`config.mk`:
```
export PLATFORM = sky130hd
export DESIGN_NAME = tsa_core
export DESIGN_NICKNAME = d
export VERILOG_FILES = /design/src/hw/tsa_pkg.sv /design/src/hw/tsa_core.sv
export VERILOG_INCLUDE_DIRS = /design/src /design/src/hw
export SDC_FILE = /design/constraint.sdc
export NUM_CORES = 1
export LEC_CHECK = 0
export ABC_AREA = 1
export BUFFER_PORTS_ARGS = -buffer_cell sky130_fd_sc_hd__buf_2
export CORE_MARGIN = 2
export CORE_UTILIZATION = 30
export DETAILED_ROUTE_END_ITERATION = 7
export PLACE_DENSITY = 0.53
export SLEW_MARGIN = 25
export SYNTH_ARGS = -nofsm -noshare
export SYNTH_HDL_FRONTEND = slang
export SYNTH_SLANG_ARGS = --single-unit
```
`constraint.sdc`:
```
create_clock -name clk -period 1.7 [get_ports clk]
set_input_delay 0.085 -clock clk [delete_from_list [all_inputs] [get_ports clk]]
set_output_delay 0.085 -clock clk [all_outputs]
set_load 0.005 [all_outputs]
```
`src/hw/tsa_cfg.svh`:
```
// constants of the temperature sensor alarm core
// assumes inclusion by hw/tsa_core.sv and the bench, not by hw/tsa_pkg.sv
// Notes on behaviour
// RULE1: serial port works with bus clock up to 400 kHz; the bench master runs its clock at 2.5 MHz, a 400 ns bit.
// RULE2: three address pins form the low three slave address bits.
// RULE3: conversions start right after reset and run without any command.
// RULE4: over-limit and hysteresis limits are 16-bit read/write registers.
// RULE5: each result stored as 16-bit two's complement, top bit is sign.
// RULE6: temperature sits in bits 15 to 7 of the result register.
// RULE7: results are 9 bits, one step is half a degree.
// RULE8: results are in Celsius; no Fahrenheit conversion in hardware.
// RULE9: result register read returns latest completed conversion.
// RULE10: reading the result never disturbs the running conversion.
// RULE11: every result compared with both limits, alarm updated per mode.
// RULE12: two fault-count bits set a queue of consecutive qualifying results.
// RULE13: polarity bit picks alarm active level; active low after reset.
// RULE14: interrupt mode signals each excursion above the over-limit.
// RULE15: comparator mode acts as thermostat between over and hysteresis.
// RULE16: limit registers keep any written value, usable as storage.
// RULE17: fault codes 00,01,10,11 need 1,2,4,6 results; reset 00.
// RULE18: comparator alarm holds until first result below hysteresis limit.
// RULE19: interrupt alarm cleared by any read; re-arms after results below hysteresis.
// RULE20: result bits 6 to 0 read as zero.
`ifndef TSA_CFG_SVH
`define TSA_CFG_SVH
// register pointers
`define TSA_PTR_TEMP 2'h0
`define TSA_PTR_CONFIG 2'h1
`define TSA_PTR_OVER 2'h2
`define TSA_PTR_HYST 2'h3
// configuration bit positions
`define TSA_CFG_SHUTDOWN 0
`define TSA_CFG_INT_MODE 1
`define TSA_CFG_POLARITY 2
`define TSA_CFG_FQ_LO 3
`define TSA_CFG_FQ_HI 4
// reset values
`define TSA_CONFIG_RST 8'h00
`define TSA_OVER_RST 16'h5000
`define TSA_HYST_RST 16'h4b00
// fixed upper slave address bits
`define TSA_ADDR_HI 4'h9
// fault queue depths
`define TSA_FQ_DEPTH0 3'h1
`define TSA_FQ_DEPTH1 3'h2
`define TSA_FQ_DEPTH2 3'h4
`define TSA_FQ_DEPTH3 3'h6
// conversion period in clock cycles
`define TSA_CONV_CYCLES 100000
`endif

```
`src/hw/tsa_pkg.sv`:
```
// types of the temperature sensor alarm core
// assumes nothing from hw/tsa_cfg.svh; it uses none of its macros
package tsa_pkg;
   typedef enum logic [2:0] {
      TSA_IDLE = 3'b000,
      TSA_ADDR = 3'b001,
      TSA_ACK_ADDR = 3'b010,
      TSA_WRITE = 3'b011,
      TSA_ACK_WRITE = 3'b100,
      TSA_READ = 3'b101,
      TSA_ACK_READ = 3'b110
   } tsa_bus_e;

   typedef struct packed {
      logic scl_s1;
      logic scl_s2;
      logic scl_d;
      logic sda_s1;
      logic sda_s2;
      logic sda_d;
      logic [2:0] addr_s1;
      logic [2:0] addr_s2;
      tsa_bus_e bus;
      logic [3:0] bitcnt;
      logic [7:0] shreg;
      logic [7:0] txbyte;
      logic [7:0] hi_byte;
      logic [1:0] byte_idx;
      logic rw;
      logic [1:0] ptr;
      logic sda_oe;
      logic sda_o;
      logic [7:0] cfg;
      logic [15:0] over_limit;
      logic [15:0] hysteresis_limit;
      logic [8:0] temp;
      logic [31:0] conv_cnt;
      logic stopped;
      logic alarm_act;
      logic look_low;
      logic [2:0] fault_cnt;
      logic alarm_lvl;
      logic alarm_oe;
   } tsa_state_s;
endpackage

```
`src/hw/tsa_core.sv`:
```
// temperature sensor alarm core: two-wire slave, registers, alarm logic
// assumes conv_result comes from the converter on clk; pins are asynchronous
`timescale 1ns/1ps
`include "tsa_cfg.svh"
module tsa_core #(
   parameter int CONV_CYCLES = `TSA_CONV_CYCLES
) (
   // clock and reset
   input wire logic clk,
   input wire logic arst_n,
   // two-wire bus pins
   input wire logic scl_in,
   input wire logic sda_in,
   output logic sda_out,
   output logic sda_oe,
   // address select straps
   input wire logic addr_sel_bit0,
   input wire logic addr_sel_bit1,
   input wire logic addr_sel_bit2,
   // converter result
   input wire logic [8:0] conv_result,
   // open-drain alarm pin
   output logic thermal_alarm_out,
   output logic thermal_alarm_oe
);
   tsa_pkg::tsa_state_s s;
   tsa_pkg::tsa_state_s n;

   function automatic logic [2:0] fq_depth(input logic [1:0] code);
      case (code)
         2'b00: fq_depth = `TSA_FQ_DEPTH0; // RULE17
         2'b01: fq_depth = `TSA_FQ_DEPTH1;
         2'b10: fq_depth = `TSA_FQ_DEPTH2;
         default: fq_depth = `TSA_FQ_DEPTH3;
      endcase
   endfunction

   function automatic logic [7:0] rd_byte(input tsa_pkg::tsa_state_s st, input logic idx);
      case (st.ptr)
         `TSA_PTR_TEMP: rd_byte = idx ? {st.temp[0], 7'h00} : st.temp[8:1]; // RULE6 RULE20
         `TSA_PTR_CONFIG: rd_byte = st.cfg;
         `TSA_PTR_OVER: rd_byte = idx ? st.over_limit[7:0] : st.over_limit[15:8];
         default: rd_byte = idx ? st.hysteresis_limit[7:0] : st.hysteresis_limit[15:8];
      endcase
   endfunction

   logic scl_rise;
   logic scl_fall;
   logic start_c;
   logic stop_c;
   logic conv_done;
   logic over_exc;
   logic below_hys;
   logic cond;
   logic [2:0] need;

   always_comb
   begin
      n = s;
      // two-stage synchronisers; RULE1 bus rate is far below clk
      n.scl_s1 = scl_in;
      n.scl_s2 = s.scl_s1;
      n.scl_d = s.scl_s2;
      n.sda_s1 = sda_in;
      n.sda_s2 = s.sda_s1;
      n.sda_d = s.sda_s2;
      n.addr_s1 = {addr_sel_bit2, addr_sel_bit1, addr_sel_bit0};
      n.addr_s2 = s.addr_s1;
      scl_rise = s.scl_s2 && !s.scl_d;
      scl_fall = !s.scl_s2 && s.scl_d;
      start_c = s.scl_s2 && s.scl_d && s.sda_d && !s.sda_s2;
      stop_c = s.scl_s2 && s.scl_d && !s.sda_d && s.sda_s2;

      // background conversion timebase, free of any bus activity
      conv_done = 1'b0;
      if (s.stopped)
      begin
         if (!s.cfg[`TSA_CFG_SHUTDOWN])
         begin
            n.stopped = 1'b0;
            n.conv_cnt = 32'h0;
         end
      end
      else if (s.conv_cnt == 32'(CONV_CYCLES - 1)) // RULE3 RULE10
      begin
         conv_done = 1'b1;
         n.conv_cnt = 32'h0;
         n.stopped = s.cfg[`TSA_CFG_SHUTDOWN];
      end
      else
      begin
         n.conv_cnt = s.conv_cnt + 32'h1;
      end

      // limit comparison on the 9 significant bits, signed, half-degree steps
      over_exc = $signed(conv_result) > $signed(s.over_limit[15:7]); // RULE7 RULE8
      below_hys = $signed(conv_result) < $signed(s.hysteresis_limit[15:7]);
      need = fq_depth({s.cfg[`TSA_CFG_FQ_HI], s.cfg[`TSA_CFG_FQ_LO]}); // RULE12
      cond = 1'b0;
      if (conv_done)
      begin
         n.temp = conv_result; // RULE5 RULE9
         if (!s.cfg[`TSA_CFG_INT_MODE])
         begin
            if (s.alarm_act)
            begin
               n.fault_cnt = 3'h0;
               if (below_hys)
               begin
                  n.alarm_act = 1'b0; // RULE15 RULE18
               end
            end
            else
            begin
               cond = over_exc;
            end
         end
         else
         begin
            cond = s.look_low ? below_hys : over_exc; // RULE14 RULE19
         end
         if (s.cfg[`TSA_CFG_INT_MODE] || !s.alarm_act)
         begin
            if (!cond)
            begin
               n.fault_cnt = 3'h0;
            end
            else if (s.fault_cnt + 3'h1 >= need) // RULE11
            begin
               n.fault_cnt = 3'h0;
               n.alarm_act = 1'b1;
               n.look_low = s.cfg[`TSA_CFG_INT_MODE] ? !s.look_low : 1'b0;
            end
            else
            begin
               n.fault_cnt = s.fault_cnt + 3'h1;
            end
         end
      end
      if (s.cfg[`TSA_CFG_INT_MODE] && s.cfg[`TSA_CFG_SHUTDOWN] && s.stopped)
      begin
         n.alarm_act = 1'b0;
      end

      // two-wire slave
      if (start_c)
      begin
         n.bus = tsa_pkg::TSA_ADDR;
         n.bitcnt = 4'h0;
         n.byte_idx = 2'h0;
         n.sda_oe = 1'b0;
      end
      else if (stop_c)
      begin
         n.bus = tsa_pkg::TSA_IDLE;
         n.sda_oe = 1'b0;
      end
      else if (scl_rise)
      begin
         case (s.bus)
            tsa_pkg::TSA_ADDR, tsa_pkg::TSA_WRITE:
            begin
               n.shreg = {s.shreg[6:0], s.sda_s2};
               n.bitcnt = s.bitcnt + 4'h1;
            end
            tsa_pkg::TSA_READ:
            begin
               n.txbyte = {s.txbyte[6:0], 1'b0};
               n.bitcnt = s.bitcnt + 4'h1;
            end
            tsa_pkg::TSA_ACK_READ:
            begin
               if (s.sda_s2)
               begin
                  n.bus = tsa_pkg::TSA_IDLE;
               end
            end
            default:
            begin
            end
         endcase
      end
      else if (scl_fall)
      begin
         case (s.bus)
            tsa_pkg::TSA_ADDR:
            begin
               if (s.bitcnt == 4'h8)
               begin
                  if (s.shreg[7:1] == {`TSA_ADDR_HI, s.addr_s2}) // RULE2
                  begin
                     n.rw = s.shreg[0];
                     n.sda_oe = 1'b1;
                     n.bus = tsa_pkg::TSA_ACK_ADDR;
                  end
                  else
                  begin
                     n.bus = tsa_pkg::TSA_IDLE;
                  end
               end
            end
            tsa_pkg::TSA_ACK_ADDR:
            begin
               n.bitcnt = 4'h0;
               if (s.rw)
               begin
                  n.txbyte = rd_byte(s, 1'b0);
                  n.sda_oe = !n.txbyte[7];
                  n.bus = tsa_pkg::TSA_READ;
                  n.byte_idx = 2'h1;
                  if (s.cfg[`TSA_CFG_INT_MODE])
                  begin
                     // a fresh set by this cycle's conversion wins over the clear
                     n.alarm_act = n.alarm_act && !s.alarm_act; // RULE19
                  end
               end
               else
               begin
                  n.sda_oe = 1'b0;
                  n.bus = tsa_pkg::TSA_WRITE;
               end
            end
            tsa_pkg::TSA_WRITE:
            begin
               if (s.bitcnt == 4'h8)
               begin
                  n.sda_oe = 1'b1;
                  n.bus = tsa_pkg::TSA_ACK_WRITE;
                  n.byte_idx = (s.byte_idx == 2'h2) ? 2'h1 : s.byte_idx + 2'h1;
                  if (s.byte_idx == 2'h0)
                  begin
                     n.ptr = s.shreg[1:0];
                  end
                  else if (s.ptr == `TSA_PTR_CONFIG)
                  begin
                     n.cfg = s.shreg;
                  end
                  else if (s.byte_idx == 2'h1)
                  begin
                     n.hi_byte = s.shreg;
                  end
                  else if (s.ptr == `TSA_PTR_OVER)
                  begin
                     n.over_limit = {s.hi_byte, s.shreg}; // RULE4 RULE16
                  end
                  else if (s.ptr == `TSA_PTR_HYST)
                  begin
                     n.hysteresis_limit = {s.hi_byte, s.shreg}; // RULE4 RULE16
                  end
               end
            end
            tsa_pkg::TSA_ACK_WRITE:
            begin
               n.sda_oe = 1'b0;
               n.bitcnt = 4'h0;
               n.bus = tsa_pkg::TSA_WRITE;
            end
            tsa_pkg::TSA_READ:
            begin
               if (s.bitcnt == 4'h8)
               begin
                  n.sda_oe = 1'b0;
                  n.bus = tsa_pkg::TSA_ACK_READ;
               end
               else
               begin
                  n.sda_oe = !s.txbyte[7];
               end
            end
            tsa_pkg::TSA_ACK_READ:
            begin
               n.bitcnt = 4'h0;
               n.txbyte = rd_byte(s, s.byte_idx[0]);
               n.sda_oe = !n.txbyte[7];
               n.byte_idx = {1'b0, !s.byte_idx[0]};
               n.bus = tsa_pkg::TSA_READ;
            end
            default:
            begin
               n.sda_oe = 1'b0;
            end
         endcase
      end

      // alarm pin level from state and polarity
      n.alarm_lvl = s.alarm_act ? s.cfg[`TSA_CFG_POLARITY]
                                : !s.cfg[`TSA_CFG_POLARITY]; // RULE13
      n.alarm_oe = !n.alarm_lvl;
   end

   always_ff @(posedge clk or negedge arst_n)
   begin
      if (!arst_n)
      begin
         s <= '0;
         s.scl_s1 <= 1'b1;
         s.scl_s2 <= 1'b1;
         s.scl_d <= 1'b1;
         s.sda_s1 <= 1'b1;
         s.sda_s2 <= 1'b1;
         s.sda_d <= 1'b1;
         s.bus <= tsa_pkg::TSA_IDLE;
         s.cfg <= `TSA_CONFIG_RST;
         s.over_limit <= `TSA_OVER_RST;
         s.hysteresis_limit <= `TSA_HYST_RST;
         s.alarm_lvl <= 1'b1;
      end
      else
      begin
         s <= n;
      end
   end

   assign sda_out = s.sda_o;
   assign sda_oe = s.sda_oe;
   assign thermal_alarm_out = s.alarm_lvl;
   assign thermal_alarm_oe = s.alarm_oe;
endmodule

```
==> out/summary.txt <==
Post-synthesis simple-gate area fraction: 26.0%
Root Buffer: clkbuf_16
Worst R2R Setup Slack: -0.21 ns
FFs w/ async S/R, synth: 100%
Top post-synthesis cells by area: dfrtp_1, nand2_1, inv_1, ha_1, nand3_1
P_sw: 2.18 mW
Final Hold Vio Count: 1
Reg area: 3470 sq um
Distinct cells, synth: 47
PortBufs: 18
CTS tree: built
Synth Instances: 961
Clock net sink count: 138
Routability-driven placement congestion ratio: 0.874
Total die area: 26500 sq um
Antenna Violating Nets Remaining: 0
Overflow after GRT: 0
Hold slack: -0.00249 ns
Post-placement setup slack: -0.209 ns
Critical Path RT: 2.01 ns
First-pass GRT wire length: 36200 um
Clock transition at path regs: 0.06 ns
Initial core utilization: 30.3%
I/O pin cnt: 20
Largest family of logic cells by synthesized area: simple AND/OR/NAND/NOR gates
Maxcap violations: 0
Max Fclk: 0.525 GHz
Crit path capture type: register
Combinational share of power: 12.5%
H-tree levels: 4
Final Max Slew Viols: 0
Post-synth EDFFs: 0
Primary FF master, synth: dfrtp_1
Vias in the first global route: 7065
Filler cell count in the final layout: 2475
Crit path DAT: 2.22 ns
Layout Cells excl Fill: 1507
Clock network power share: 43.3%
Post-Syn Nets: 1005
Via density: 4.77
Largest net degree at the start of global routing: 43
Final min period: 1.91 ns
Overall Global Routing Usage: 17.3%
Synth area leader: dfrtp_1
Pwr dens: 733 nW/um^2
Post-detail-place hpwl: 15500 um
Status: finished with violations
Seq/Total Area, Yosys: 45.8%
Final Setup Violations: 82
Synth Area in Compound Gates: 13.2%
DR vias: 7186
Final nets: 1208
Mapped Area: 7570 sq um
Initial antenna violation count: 0
Mean Syn Cell Area: 7.88 sq um
VDD IR max: 482 uV
Post-synthesis xor/xnor area fraction: 1.85%
R2r worst-path depth: 14
Fin Clk Skew: 0.0121 ns
Clock buffer depth: 2
Pleak: 5.00 nW
Share of cells above drive strength 1: 35.5%
Post-synthesis adder-cell area fraction: 4.63%
Violated checks: hold timing, setup timing
Reg2reg end: s[5]$_DFFE_PN0P_
Final Cycle Share: 112%
R2R Path Start: s[60]$_DFFE_PN1P_
DRC violations left: 0
CP startpoint kind: register
Dpl cells: 1417
Drt total wl: 22900 um
Row count: 58
PnR worst setup slack: -0.206 ns
Area occupied by multi-input gates: 4200 sq um
Crit path max fanout: 6
Flop pwr share: 44.2%
Proportion of synthesized area in mux cells: 0%
Switching portion of total power: 27.0%
Post-synth top cells: nand2_1, dfrtp_1, inv_1
Number of synthesized register bits: 138
Die X: 163 um
Crit path launch: s[60]$_DFFE_PN1P_
Yosys top cell area share: 41.3%
Die H: 163 um
CP Class: register to register
Worst-Skew Late Latency: 0.42 ns
Area grow syn2layout: 45.6%
Hold Path Class: primary input to register
WL/cell: 15.2 um
Initial drt markers: 569
CP endpoint: s[5]$_DFFE_PN0P_
Area of the core: 25000 sq um
Count leader, synth: nand2_1
Cell Int Power: 5.90 mW
Cts bufs inserted: 17
YS warnings: 0
N_diodes: 0
Pre-antenna DRT Iters: 5
RSZ-0062 raised after global routing: true
## power groups by stage
stage | Combinational [mW] | Sequential [mW] | Clock (mW)
detailed placement | 0.856 | 3.62 | 0
CTS | 0.975 | 3.57 | 3.56
global route | 1.13 | 3.59 | 3.71
global placement | 0.850 | 3.62 | 0
floorplan | 0.462 | 3.61 | 0
finish | 1.01 | 3.57 | 3.50
## timing repair
item	CTS	global route
pin swaps	30	48
hold buffers	14	0
cloned	6	3
resized for setup	91	134
setup endpoints to repair	90	118
buffers inserted	18	19
hold endpoints to repair	138	0
## flip-flops by register name, summed over array words and instances, names as in the netlist
name and cells:
thermal_alarm_out 1, thermal_alarm_oe 1, sda_oe 1, s 128
n 7
## worst min-delay path by stage
stage                         from           endpoint  depth (start not counted)
detailed placement          arst_n  s[15]$_DFFE_PN0P_                          1
global route        conv_result[0]  s[40]$_DFFE_PN0P_                          3
global placement            arst_n  s[15]$_DFFE_PN0P_                          1
floorplan                   arst_n   n[127]$_DFF_PN0_                          0
CTS                 conv_result[0]  s[40]$_DFFE_PN0P_                          3
finish              conv_result[0]  s[40]$_DFFE_PN0P_                          3
## cell usage in the layout, fill, tap and decap left out, types with 15 or more instances in the layout
cell type,instances
a21oi_1,27
buf_6,26
ha_1,17
o22ai_1,15
nand2_1,182
clkbuf_16,19
nor2_4,16
inv_1,104
dfrtp_1,121
nand4_1,21
nand3_1,56
nor2_1,39
nand3_2,15
o21ai_1,69
buf_4,134
nand2_2,31
buf_2,17
inv_2,29
o21ai_0,39
## per-layer routing
metal / share of wire, % / vias up / GRT usage [%] / wire (um)
met2: 48 / 142 / 28.9 / 11000
li1: - / 3593 / - / -
met5: 0 / - / 0 / 0
met1: 46 / 3424 / 23.0 / 10500
met4: 2.0 / 0 / 5.51 / 450
met3: 3.8 / 27 / 3.03 / 868
## area by class of cell
class	count	area share, %
multi-input combinational	661	38.1
sequential	138	31.5
timing repair buffer	206	16.9
inverter	140	4.95
clock buffer	25	4.22
tap	330	3.74
clock inverter	7	0.658
## through the flow
| step | area (sq um) | utilization [%] | setup TNS [ns] | total power [mW] |
|---|---|---|---|---|
| 2_1_floorplan | 7700 | - | -0.102 | 4.07 |
| 5_1_grt | 11000 | 44.2 | -18.87 | 8.43 |
| 6_report | 11000 | 44.2 | -8.07 | 8.08 |
| 4_1_cts | 10400 | 41.7 | -5.28 | 8.10 |
| 3_3_place_gp | 9140 | 36.6 | -6.06 | 4.47 |
| 3_5_place_dp | 9140 | 36.6 | -7.66 | 4.48 |
## critical path, cell delays in order (launching register included)
cell     delay, ns
dfstp_2       0.53
inv_2         0.05
ha_4          0.24
nand2_4       0.06
inv_2         0.03
nand2_2       0.06
nand2_2       0.04
nand2_2       0.07
nand4_1       0.15
nand3_2       0.10
nand2_2       0.06
nor2_4        0.19
nand3_2       0.08
nand2_1       0.07
nand2_1       0.05
## logic make-up (layout without fill, tap and decap cells)
logic type	count (synthesis)	after routing
AOI/OAI and AO/OA	186	186
xor gates and xnor gates	16	16
adders and majority gates	28	28
buffers and inverters	163	378
DFF	138	138
other	1	1
and+or+nand+nor	429	430
Note: power is estimated with default switching activity, not from simulation.
